===== src/rtl/ssd_consts.svh =====
// timing constants and status byte layout for the sensor indicator block
// assumes a 20 MHz system clock
`ifndef SSD_CONSTS_SVH
`define SSD_CONSTS_SVH
`define SSD_CLK_HZ         20000000
`define SSD_WARN_MIN       30
`define SSD_PROT_MIN       10
`define SSD_YEL_FLASH_HZ   1
`define SSD_DIAG_CLK_HZ    2
`define SSD_WARN_CYC       (`SSD_WARN_MIN * 60 * 64'd20000000)
`define SSD_PROT_CYC       (`SSD_PROT_MIN * 60 * 64'd20000000)
`define SSD_YEL_HALF_CYC   (`SSD_CLK_HZ / (2 * `SSD_YEL_FLASH_HZ))
`define SSD_DIAG_HALF_CYC  (`SSD_CLK_HZ / (2 * `SSD_DIAG_CLK_HZ))
`define SSD_PULSE_HALF_CYC 4000000
`define SSD_BURST_GAP_CYC  30000000
`define SSD_ST_OUT_EN      0
`define SSD_ST_ACT_ID      1
`define SSD_ST_INPUTS      4
`define SSD_ST_LIMIT       5
`define SSD_ST_WARN        6
`define SSD_ST_ERROR       7
`endif


===== src/rtl/ssd_pkg.sv =====
// types for the sensor status and diagnostic indicator block
// assumes nothing of its surroundings
package ssd_pkg;
  typedef enum logic [5:0] {
    ST_IDLE  = 6'b000001,
    ST_RUN   = 6'b000010,
    ST_WARN  = 6'b000100,
    ST_ERR   = 6'b001000,
    ST_TEACH = 6'b010000,
    ST_PROT  = 6'b100000
  } ssd_state_t;
endpackage


===== src/rtl/ssd_indicator.sv =====
// status, indicator and safety output sequencing of a coded door sensor
// assumes fault detectors and actuator reader on the same clock
`timescale 1ns/1ns
`include "ssd_consts.svh"
module ssd_indicator
  import ssd_pkg::*;
#(
  parameter longint WARN_CYC  = `SSD_WARN_CYC,
  parameter longint PROT_CYC  = `SSD_PROT_CYC,
  parameter int     PULSE_CYC = `SSD_PULSE_HALF_CYC,
  parameter int     GAP_CYC   = `SSD_BURST_GAP_CYC,
  parameter int     YEL_CYC   = `SSD_YEL_HALF_CYC,
  parameter int     DIAG_CYC  = `SSD_DIAG_HALF_CYC
) (
  input  wire logic       SYS_CLK_I,
  input  wire logic       RST_I,
  input  wire logic       CLK_EN_I,
  input  wire logic       SAFETY_INPUT_A_I,
  input  wire logic       SAFETY_INPUT_B_I,
  input  wire logic       ACT_PRESENT_I,
  input  wire logic [7:0] ACT_CODE_I,
  input  wire logic       ACT_LIMIT_I,
  input  wire logic       PERMANENT_INDIVIDUAL_CODING_I,
  input  wire logic       RETEACHABLE_INDIVIDUAL_CODING_I,
  input  wire logic       TEACH_REQ_I,
  input  wire logic [2:0] FAULT_CODE_I,
  input  wire logic       FAULT_WARN_I,
  input  wire logic       FAULT_INTERNAL_I,
  input  wire logic       ERR_RESET_REQ_I,
  output logic            LED_GREEN_O,
  output logic            LED_YELLOW_O,
  output logic            LED_RED_O,
  output logic            DIAG_OUT_O,
  output logic            SAFETY_OUTPUT_A_O,
  output logic            SAFETY_OUTPUT_B_O,
  output logic [7:0]      STATUS_O
);
  if (PULSE_CYC < 1 || GAP_CYC < 1 || WARN_CYC < 1 || PROT_CYC < 1 ||
      YEL_CYC < 1 || DIAG_CYC < 1) begin : g_bad_timing
    $error("ssd_indicator: timing parameters must be positive");
  end

  // ==========================================================
  // input synchronisers, change taken when stages two and three agree
  logic [2:0] sa_q, sb_q;
  logic       in_a_q, in_b_q;
  always_ff @(posedge SYS_CLK_I) begin
    if (RST_I) begin
      sa_q   <= 3'h0;
      sb_q   <= 3'h0;
      in_a_q <= 1'b0;
      in_b_q <= 1'b0;
    end else if (CLK_EN_I) begin
      sa_q <= {sa_q[1:0], SAFETY_INPUT_A_I};
      sb_q <= {sb_q[1:0], SAFETY_INPUT_B_I};
      if (sa_q[1] == sa_q[2]) in_a_q <= sa_q[2];
      if (sb_q[1] == sb_q[2]) in_b_q <= sb_q[2];
    end
  end
  wire inputs_live = in_a_q & in_b_q;

  // ==========================================================
  // actuator coding
  logic       learned_q;
  logic [7:0] code_q;
  wire individual = PERMANENT_INDIVIDUAL_CODING_I |
                    RETEACHABLE_INDIVIDUAL_CODING_I;
  wire act_valid = ACT_PRESENT_I &
                   (!individual || (learned_q && ACT_CODE_I == code_q));
  wire teach_ok  = RETEACHABLE_INDIVIDUAL_CODING_I & TEACH_REQ_I;

  // ==========================================================
  // state machine
  ssd_state_t state_q;
  logic [63:0] tmr_q;
  logic        rst_req_q;
  wire fault_any = FAULT_INTERNAL_I | (FAULT_CODE_I != 3'h0);
  wire rst_fall  = rst_req_q & ~ERR_RESET_REQ_I;

  always_ff @(posedge SYS_CLK_I) begin
    if (RST_I) begin
      state_q   <= ST_IDLE;
      tmr_q     <= 64'h0;
      learned_q <= 1'b0;
      code_q    <= 8'h00;
      rst_req_q <= 1'b0;
    end else if (CLK_EN_I) begin
      rst_req_q <= ERR_RESET_REQ_I;
      tmr_q     <= tmr_q + 64'h1;
      case (state_q)
        ST_IDLE, ST_RUN: begin
          tmr_q <= 64'h0;
          if (fault_any) state_q <= ST_ERR;
          else if (individual && !learned_q && ACT_PRESENT_I)
            state_q <= ST_TEACH;
          else if (teach_ok && learned_q) state_q <= ST_TEACH;
          else if (FAULT_WARN_I && act_valid) state_q <= ST_WARN;
          else if (act_valid) state_q <= ST_RUN;
          else state_q <= ST_IDLE;
        end
        ST_WARN: begin
          if (fault_any || tmr_q >= 64'(WARN_CYC - 1)) begin
            state_q <= ST_ERR;
            tmr_q   <= 64'h0;
          end else if (!FAULT_WARN_I) state_q <= ST_IDLE;
        end
        ST_ERR: begin
          if (!fault_any && !FAULT_WARN_I &&
              (rst_fall || !ACT_PRESENT_I))
            state_q <= ST_IDLE;
        end
        ST_TEACH: begin
          tmr_q <= 64'h0;
          if (ACT_PRESENT_I) begin
            code_q <= ACT_CODE_I;
            if (learned_q) state_q <= ST_PROT;
            else state_q <= ST_IDLE;
            learned_q <= 1'b1;
          end
        end
        ST_PROT: begin
          if (tmr_q >= 64'(PROT_CYC - 1)) state_q <= ST_IDLE;
        end
        default: state_q <= ST_IDLE;
      endcase
    end
  end

  // ==========================================================
  // blink sources
  logic [31:0] ycnt_q, dcnt_q, bcnt_q;
  logic        yblink_q, dblink_q, bpulse_q, bgap_q;
  logic [2:0]  bnum_q;
  always_ff @(posedge SYS_CLK_I) begin
    if (RST_I) begin
      ycnt_q   <= 32'h0;
      dcnt_q   <= 32'h0;
      yblink_q <= 1'b0;
      dblink_q <= 1'b0;
    end else if (CLK_EN_I) begin
      ycnt_q <= ycnt_q + 32'h1;
      dcnt_q <= dcnt_q + 32'h1;
      if (ycnt_q >= 32'(YEL_CYC - 1)) begin
        ycnt_q   <= 32'h0;
        yblink_q <= ~yblink_q;
      end
      if (dcnt_q >= 32'(DIAG_CYC - 1)) begin
        dcnt_q   <= 32'h0;
        dblink_q <= ~dblink_q;
      end
    end
  end

  // burst generator: count pulses, then a long pause
  wire [2:0] burst_n = (FAULT_CODE_I == 3'h0) ? 3'h1 : FAULT_CODE_I;
  always_ff @(posedge SYS_CLK_I) begin
    if (RST_I) begin
      bcnt_q   <= 32'h0;
      bpulse_q <= 1'b0;
      bgap_q   <= 1'b0;
      bnum_q   <= 3'h0;
    end else if (CLK_EN_I) begin
      bcnt_q <= bcnt_q + 32'h1;
      if (bgap_q) begin
        if (bcnt_q >= 32'(GAP_CYC - 1)) begin
          bcnt_q <= 32'h0;
          bgap_q <= 1'b0;
        end
      end else if (bcnt_q >= 32'(PULSE_CYC - 1)) begin
        bcnt_q   <= 32'h0;
        bpulse_q <= ~bpulse_q;
        if (bpulse_q) begin
          if (bnum_q + 3'h1 >= burst_n) begin
            bnum_q <= 3'h0;
            bgap_q <= 1'b1;
          end else bnum_q <= bnum_q + 3'h1;
        end
      end
    end
  end

  // ==========================================================
  // outputs, all registered
  wire run_en = inputs_live & act_valid;
  always_ff @(posedge SYS_CLK_I) begin
    if (RST_I) begin
      LED_GREEN_O       <= 1'b0;
      LED_YELLOW_O      <= 1'b0;
      LED_RED_O         <= 1'b0;
      DIAG_OUT_O        <= 1'b0;
      SAFETY_OUTPUT_A_O <= 1'b0;
      SAFETY_OUTPUT_B_O <= 1'b0;
      STATUS_O          <= 8'h00;
    end else if (CLK_EN_I) begin
      LED_GREEN_O       <= 1'b0;
      LED_YELLOW_O      <= 1'b0;
      LED_RED_O         <= 1'b0;
      DIAG_OUT_O        <= 1'b0;
      SAFETY_OUTPUT_A_O <= 1'b0;
      SAFETY_OUTPUT_B_O <= 1'b0;
      case (state_q)
        ST_IDLE: LED_GREEN_O <= 1'b1;
        ST_RUN: begin
          LED_YELLOW_O      <= ACT_LIMIT_I ? yblink_q : 1'b1;
          DIAG_OUT_O        <= ACT_LIMIT_I ? dblink_q : 1'b1;
          SAFETY_OUTPUT_A_O <= run_en;
          SAFETY_OUTPUT_B_O <= run_en;
        end
        ST_WARN: begin
          LED_RED_O         <= bpulse_q;
          SAFETY_OUTPUT_A_O <= run_en;
          SAFETY_OUTPUT_B_O <= run_en;
        end
        ST_ERR: LED_RED_O <= FAULT_INTERNAL_I ? 1'b1 : bpulse_q;
        ST_TEACH: begin
          LED_RED_O    <= 1'b1;
          LED_YELLOW_O <= yblink_q;
        end
        ST_PROT: LED_GREEN_O <= yblink_q;
        default: LED_GREEN_O <= 1'b0;
      endcase
      STATUS_O <= 8'h00;
      STATUS_O[`SSD_ST_OUT_EN] <= run_en &
          (state_q == ST_RUN || state_q == ST_WARN);
      STATUS_O[`SSD_ST_ACT_ID] <= act_valid;
      STATUS_O[`SSD_ST_INPUTS] <= inputs_live;
      STATUS_O[`SSD_ST_LIMIT]  <= (state_q == ST_RUN) & ACT_LIMIT_I;
      STATUS_O[`SSD_ST_WARN]   <= (state_q == ST_WARN);
      STATUS_O[`SSD_ST_ERROR]  <= (state_q == ST_ERR);
    end
  end
endmodule


===== config.mk =====
export PLATFORM = sky130hd
export DESIGN_NAME = ssd_indicator
export DESIGN_NICKNAME = d
export VERILOG_FILES = /design/src/rtl/ssd_pkg.sv /design/src/rtl/ssd_indicator.sv
export VERILOG_INCLUDE_DIRS = /design/src /design/src/rtl
export SDC_FILE = /design/constraint.sdc
export NUM_CORES = 1
export LEC_CHECK = 0
export BUFFER_PORTS_ARGS = -buffer_cell sky130_fd_sc_hd__buf_2
export CORE_MARGIN = 5
export CORE_UTILIZATION = 30
export DETAILED_ROUTE_END_ITERATION = 6
export GPL_TIMING_DRIVEN = 0
export PLACE_DENSITY_LB_ADDON = 0.12
export SLEW_MARGIN = 40
export SYNTH_ARGS = -nofsm -noshare
export SYNTH_HDL_FRONTEND = slang
export SYNTH_SLANG_ARGS = --single-unit

===== constraint.sdc =====
create_clock -name SYS_CLK_I -period 2.4 [get_ports SYS_CLK_I]
set_input_delay 0 -clock SYS_CLK_I [delete_from_list [all_inputs] [get_ports SYS_CLK_I]]
set_output_delay 0 -clock SYS_CLK_I [all_outputs]
set_load 0.1 [all_outputs]

==> run metrics <==
Sink Count=201; Total GRT Usage=0.1378; CTS max path bufs=3; Max H-tree Level=1; Syn. warnings=0; Horiz. Die Dim=196.7 um; post-route clock period utilization=1.008; Slew Limit Headroom=0.4896; total number of vias=8,474; Post-synth ARST share=0; dpl hpwl=19.18 mm; Pre-antenna DRT Iters=4; ranking of synthesized cells by area=dfxtp_1, xor2_1, nor2_4; PortBufs=34; post-route ant nets=0; total CTS buffers=27; design area=0.01261 mm2; Setup violations, final=60; critical path startpoint category=flip-flop; non-filler cells, final=1,749; RSZ-0062 raised after global routing=yes; Final Wtd Congestion=0.7540; Hold Vio Cnt, Final=0; Multi-input gate area=0.006267 mm2; critical path arrival=2.88 ns; Mapped Cells=1,181; Tmin final=2.420 ns; Post-Syn Area=0.01045 mm2; Pleak=4.269 nW; first-pass GRT wire length=44.53 mm; initial antenna violation count=2; total gr overflow=0; initial core utilization=0.3033; worst slack, placed=-0.4609 ns; final core utilization=0.3659; CTS root buffer=clkbuf_16; 1st-iter DRT viols=320; drc violations=0; area after detailed placement=0.01122 mm2; sequential fraction of the synthesis area=0.3850; largest net degree at the start of global routing=13; Synth Flop Type=dfxtp_1; filler instances=3,551; Tot Pwr=7.625 mW; Final #Nets=1,307; DIE HEIGHT=196.7 um; share of the synthesized area in the top cell type=0.3850; Slew Viols, Final=0; share of cells above drive strength 1=0.1610; Worst-Skew Late Latency=0.52 ns; actual slew at the worst max-slew pin=0.7655 ns; Total Routed Length=27.14 mm; flops & latches, synth=201; Hold Crit Class=input port to flip-flop; critical path required time=2.86 ns; status=finished with violations; Final Skew=0.01046 ns; final worst setup slack=-0.01968 ns; # IOs=38; routed length per instance=15.52 um; Yosys top cell by area=dfxtp_1; Inst Count DP=1,672; TritonCTS clock tree=built; failing checks=setup timing; Pwr Density=604.8 mW/mm2; CP max FO=10; Max Clock Freq=413.3 MHz; crit end category=flip-flop; Area Growth Syn to Fin=20.63%; Worst VDD drop=0.5456 mV; critical path class=flip-flop to flip-flop; Core ar.=0.03446 mm2; hold_ws=0.04429 ns; post-synth cell types=62; Die ar.=0.03867 mm2; vias per cell=4.845; Post-synth EDFFs=0; area occupied by registers=0.004025 mm2; vias in the first global route=8,393; maxcap violations=0; setup TNS=-0.5694 ns; CTS clk-pin slew, worst paths=0.06 ns; # rows=68; Avg Cell Area, Syn=8.850 um2
[critical path: stages (launching register included)]
cell	delay (ns)
dfxtp_2	0.33
or4_4	0.53
or4_4	0.46
o2111ai_4	0.24
a31oi_4	0.12
a21o_1	0.22
buf_12	0.16
buf_12	0.16
nor2_4	0.09
[sequential cells by signal (all words and copies together), names as in the netlist, 3 cells and up]
signal / cells
sb_q: 3
bnum_q: 3
STATUS_O: 6
ycnt_q: 32
tmr_q: 64
dcnt_q: 32
bcnt_q: 32
sa_q: 3
state_q: 6
code_q: 8
[synth_stat cells, types with 3 or more instances]
master     count
mux2i_1       24
o2111ai_1      4
nand2_1      102
and3_1        30
o211ai_1       3
nand2b_1       4
buf_4          4
and4_1        18
buf_1          4
a21o_1         7
xor2_1       105
inv_1         20
clkbuf_1      40
nor4b_1        4
nor2_4        60
nor3b_1        3
xnor2_1       59
or4_1          8
nor2_1       126
nor3_1        22
buf_2          8
a21oi_1       23
o21ai_1        7
nor4_1        24
or3_1          5
and2_1         3
dfxtp_1      201
o21ai_0       17
o22ai_1        3
a211oi_1      64
ha_1           8
a31oi_1        5
nor2b_1        5
or3b_1         4
buf_12         6
nand3_1       69
nand4_1       51
[layer usage]
layer | track usage | vias to the layer above | share of wire
li1 | - | 4379 | -
met1 | 0.1812 | 3956 | 0.47
met2 | 0.2384 | 95 | 0.48
met3 | 0.02274 | 44 | 0.036
met4 | 0.03159 | 0 | 0.019
met5 | 0 | - | 0
[cell type report]
| type | instances | share of cell area |
|---|---|---|
| Tap cell | 455 | 0.04516 |
| Clock buffer | 38 | 0.05925 |
| Sequential cell | 201 | 0.3193 |
| Timing Repair Buffer | 66 | 0.03652 |
| Buffer | 61 | 0.03087 |
| Clock inverter | 8 | 0.005161 |
| Antenna cell | 2 | 0.0003970 |
| Inverter | 21 | 0.006252 |
| Multi-Input combinational cell | 897 | 0.4971 |
[final timing paths]
check | start | to | slack, ns | cells after the start
max | tmr_q[17] | tmr_q[43] | -0.02 | 8
min | RETEACHABLE_INDIVIDUAL_CODING_I | state_q[1] | 0.04 | 5
max reg2reg | tmr_q[17] | tmr_q[43] | -0.02 | 8
min reg2reg | LED_GREEN_O | LED_GREEN_O | 0.46 | 2
[kinds of logic (layout without fill, tap and decap cells)]
family / count (synthesis) / after routing / synth area share
AOI/OAI and AO/OA: 154 / 154 / 0.1027
xor gates and xnor gates: 164 / 164 / 0.1374
adders and majority gates: 8 / 8 / 0.009578
buffers and inverters: 84 / 194 / 0.04262
DFF: 201 / 201 / 0.3850
muxes: 24 / 24 / 0.02299
other: 1 / 4 / 0.0003588
and+or+nand+nor: 545 / 545 / 0.2993
[cell usage in the layout (no fill, tap or decap), types with 4 or more instances in the layout]
cell,instances
dlygate4sd3_1,20
o2111ai_1,4
nand2_1,102
buf_4,18
a21oi_1,23
a31oi_1,4
a21o_1,7
a211oi_1,64
nand3_1,67
or3_1,5
clkbuf_2,6
xor2_1,104
ha_1,8
or4_1,7
and4_1,18
nor2b_1,5
xnor2_1,59
buf_1,4
o21ai_1,5
nor2_1,124
nor4_2,6
buf_2,44
nor4_1,14
o21ai_0,17
inv_1,20
nor3_1,21
nand2b_1,4
mux2i_1,24
clkinv_2,7
and3_1,30
clkbuf_1,35
clkbuf_16,27
dfxtp_1,200
nor2_4,60
nor4_4,5
or3b_1,4
nand4_1,51
buf_12,7
[timing repair]
| action | in CTS | in global routing |
|---|---|---|
| setup buffers | 8 | 3 |
| pin swaps | 8 | 4 |
| endpoints found under the setup margin | 164 | 142 |
| gates resized for setup | 38 | 25 |
| hold endpoints to repair | 22 | 0 |
| hold buffers | 20 | 0 |
[report_power, final]
group / switching, mW / total, mW / internal, mW
combinational: 0.333 / 0.509 / 0.176
sequential: 0.0240 / 3.39 / 3.36
clock: 1.48 / 3.73 / 2.25
total: 1.84 / 7.62 / 5.79
No activity file was read; power rests on OpenSTA's default activity.
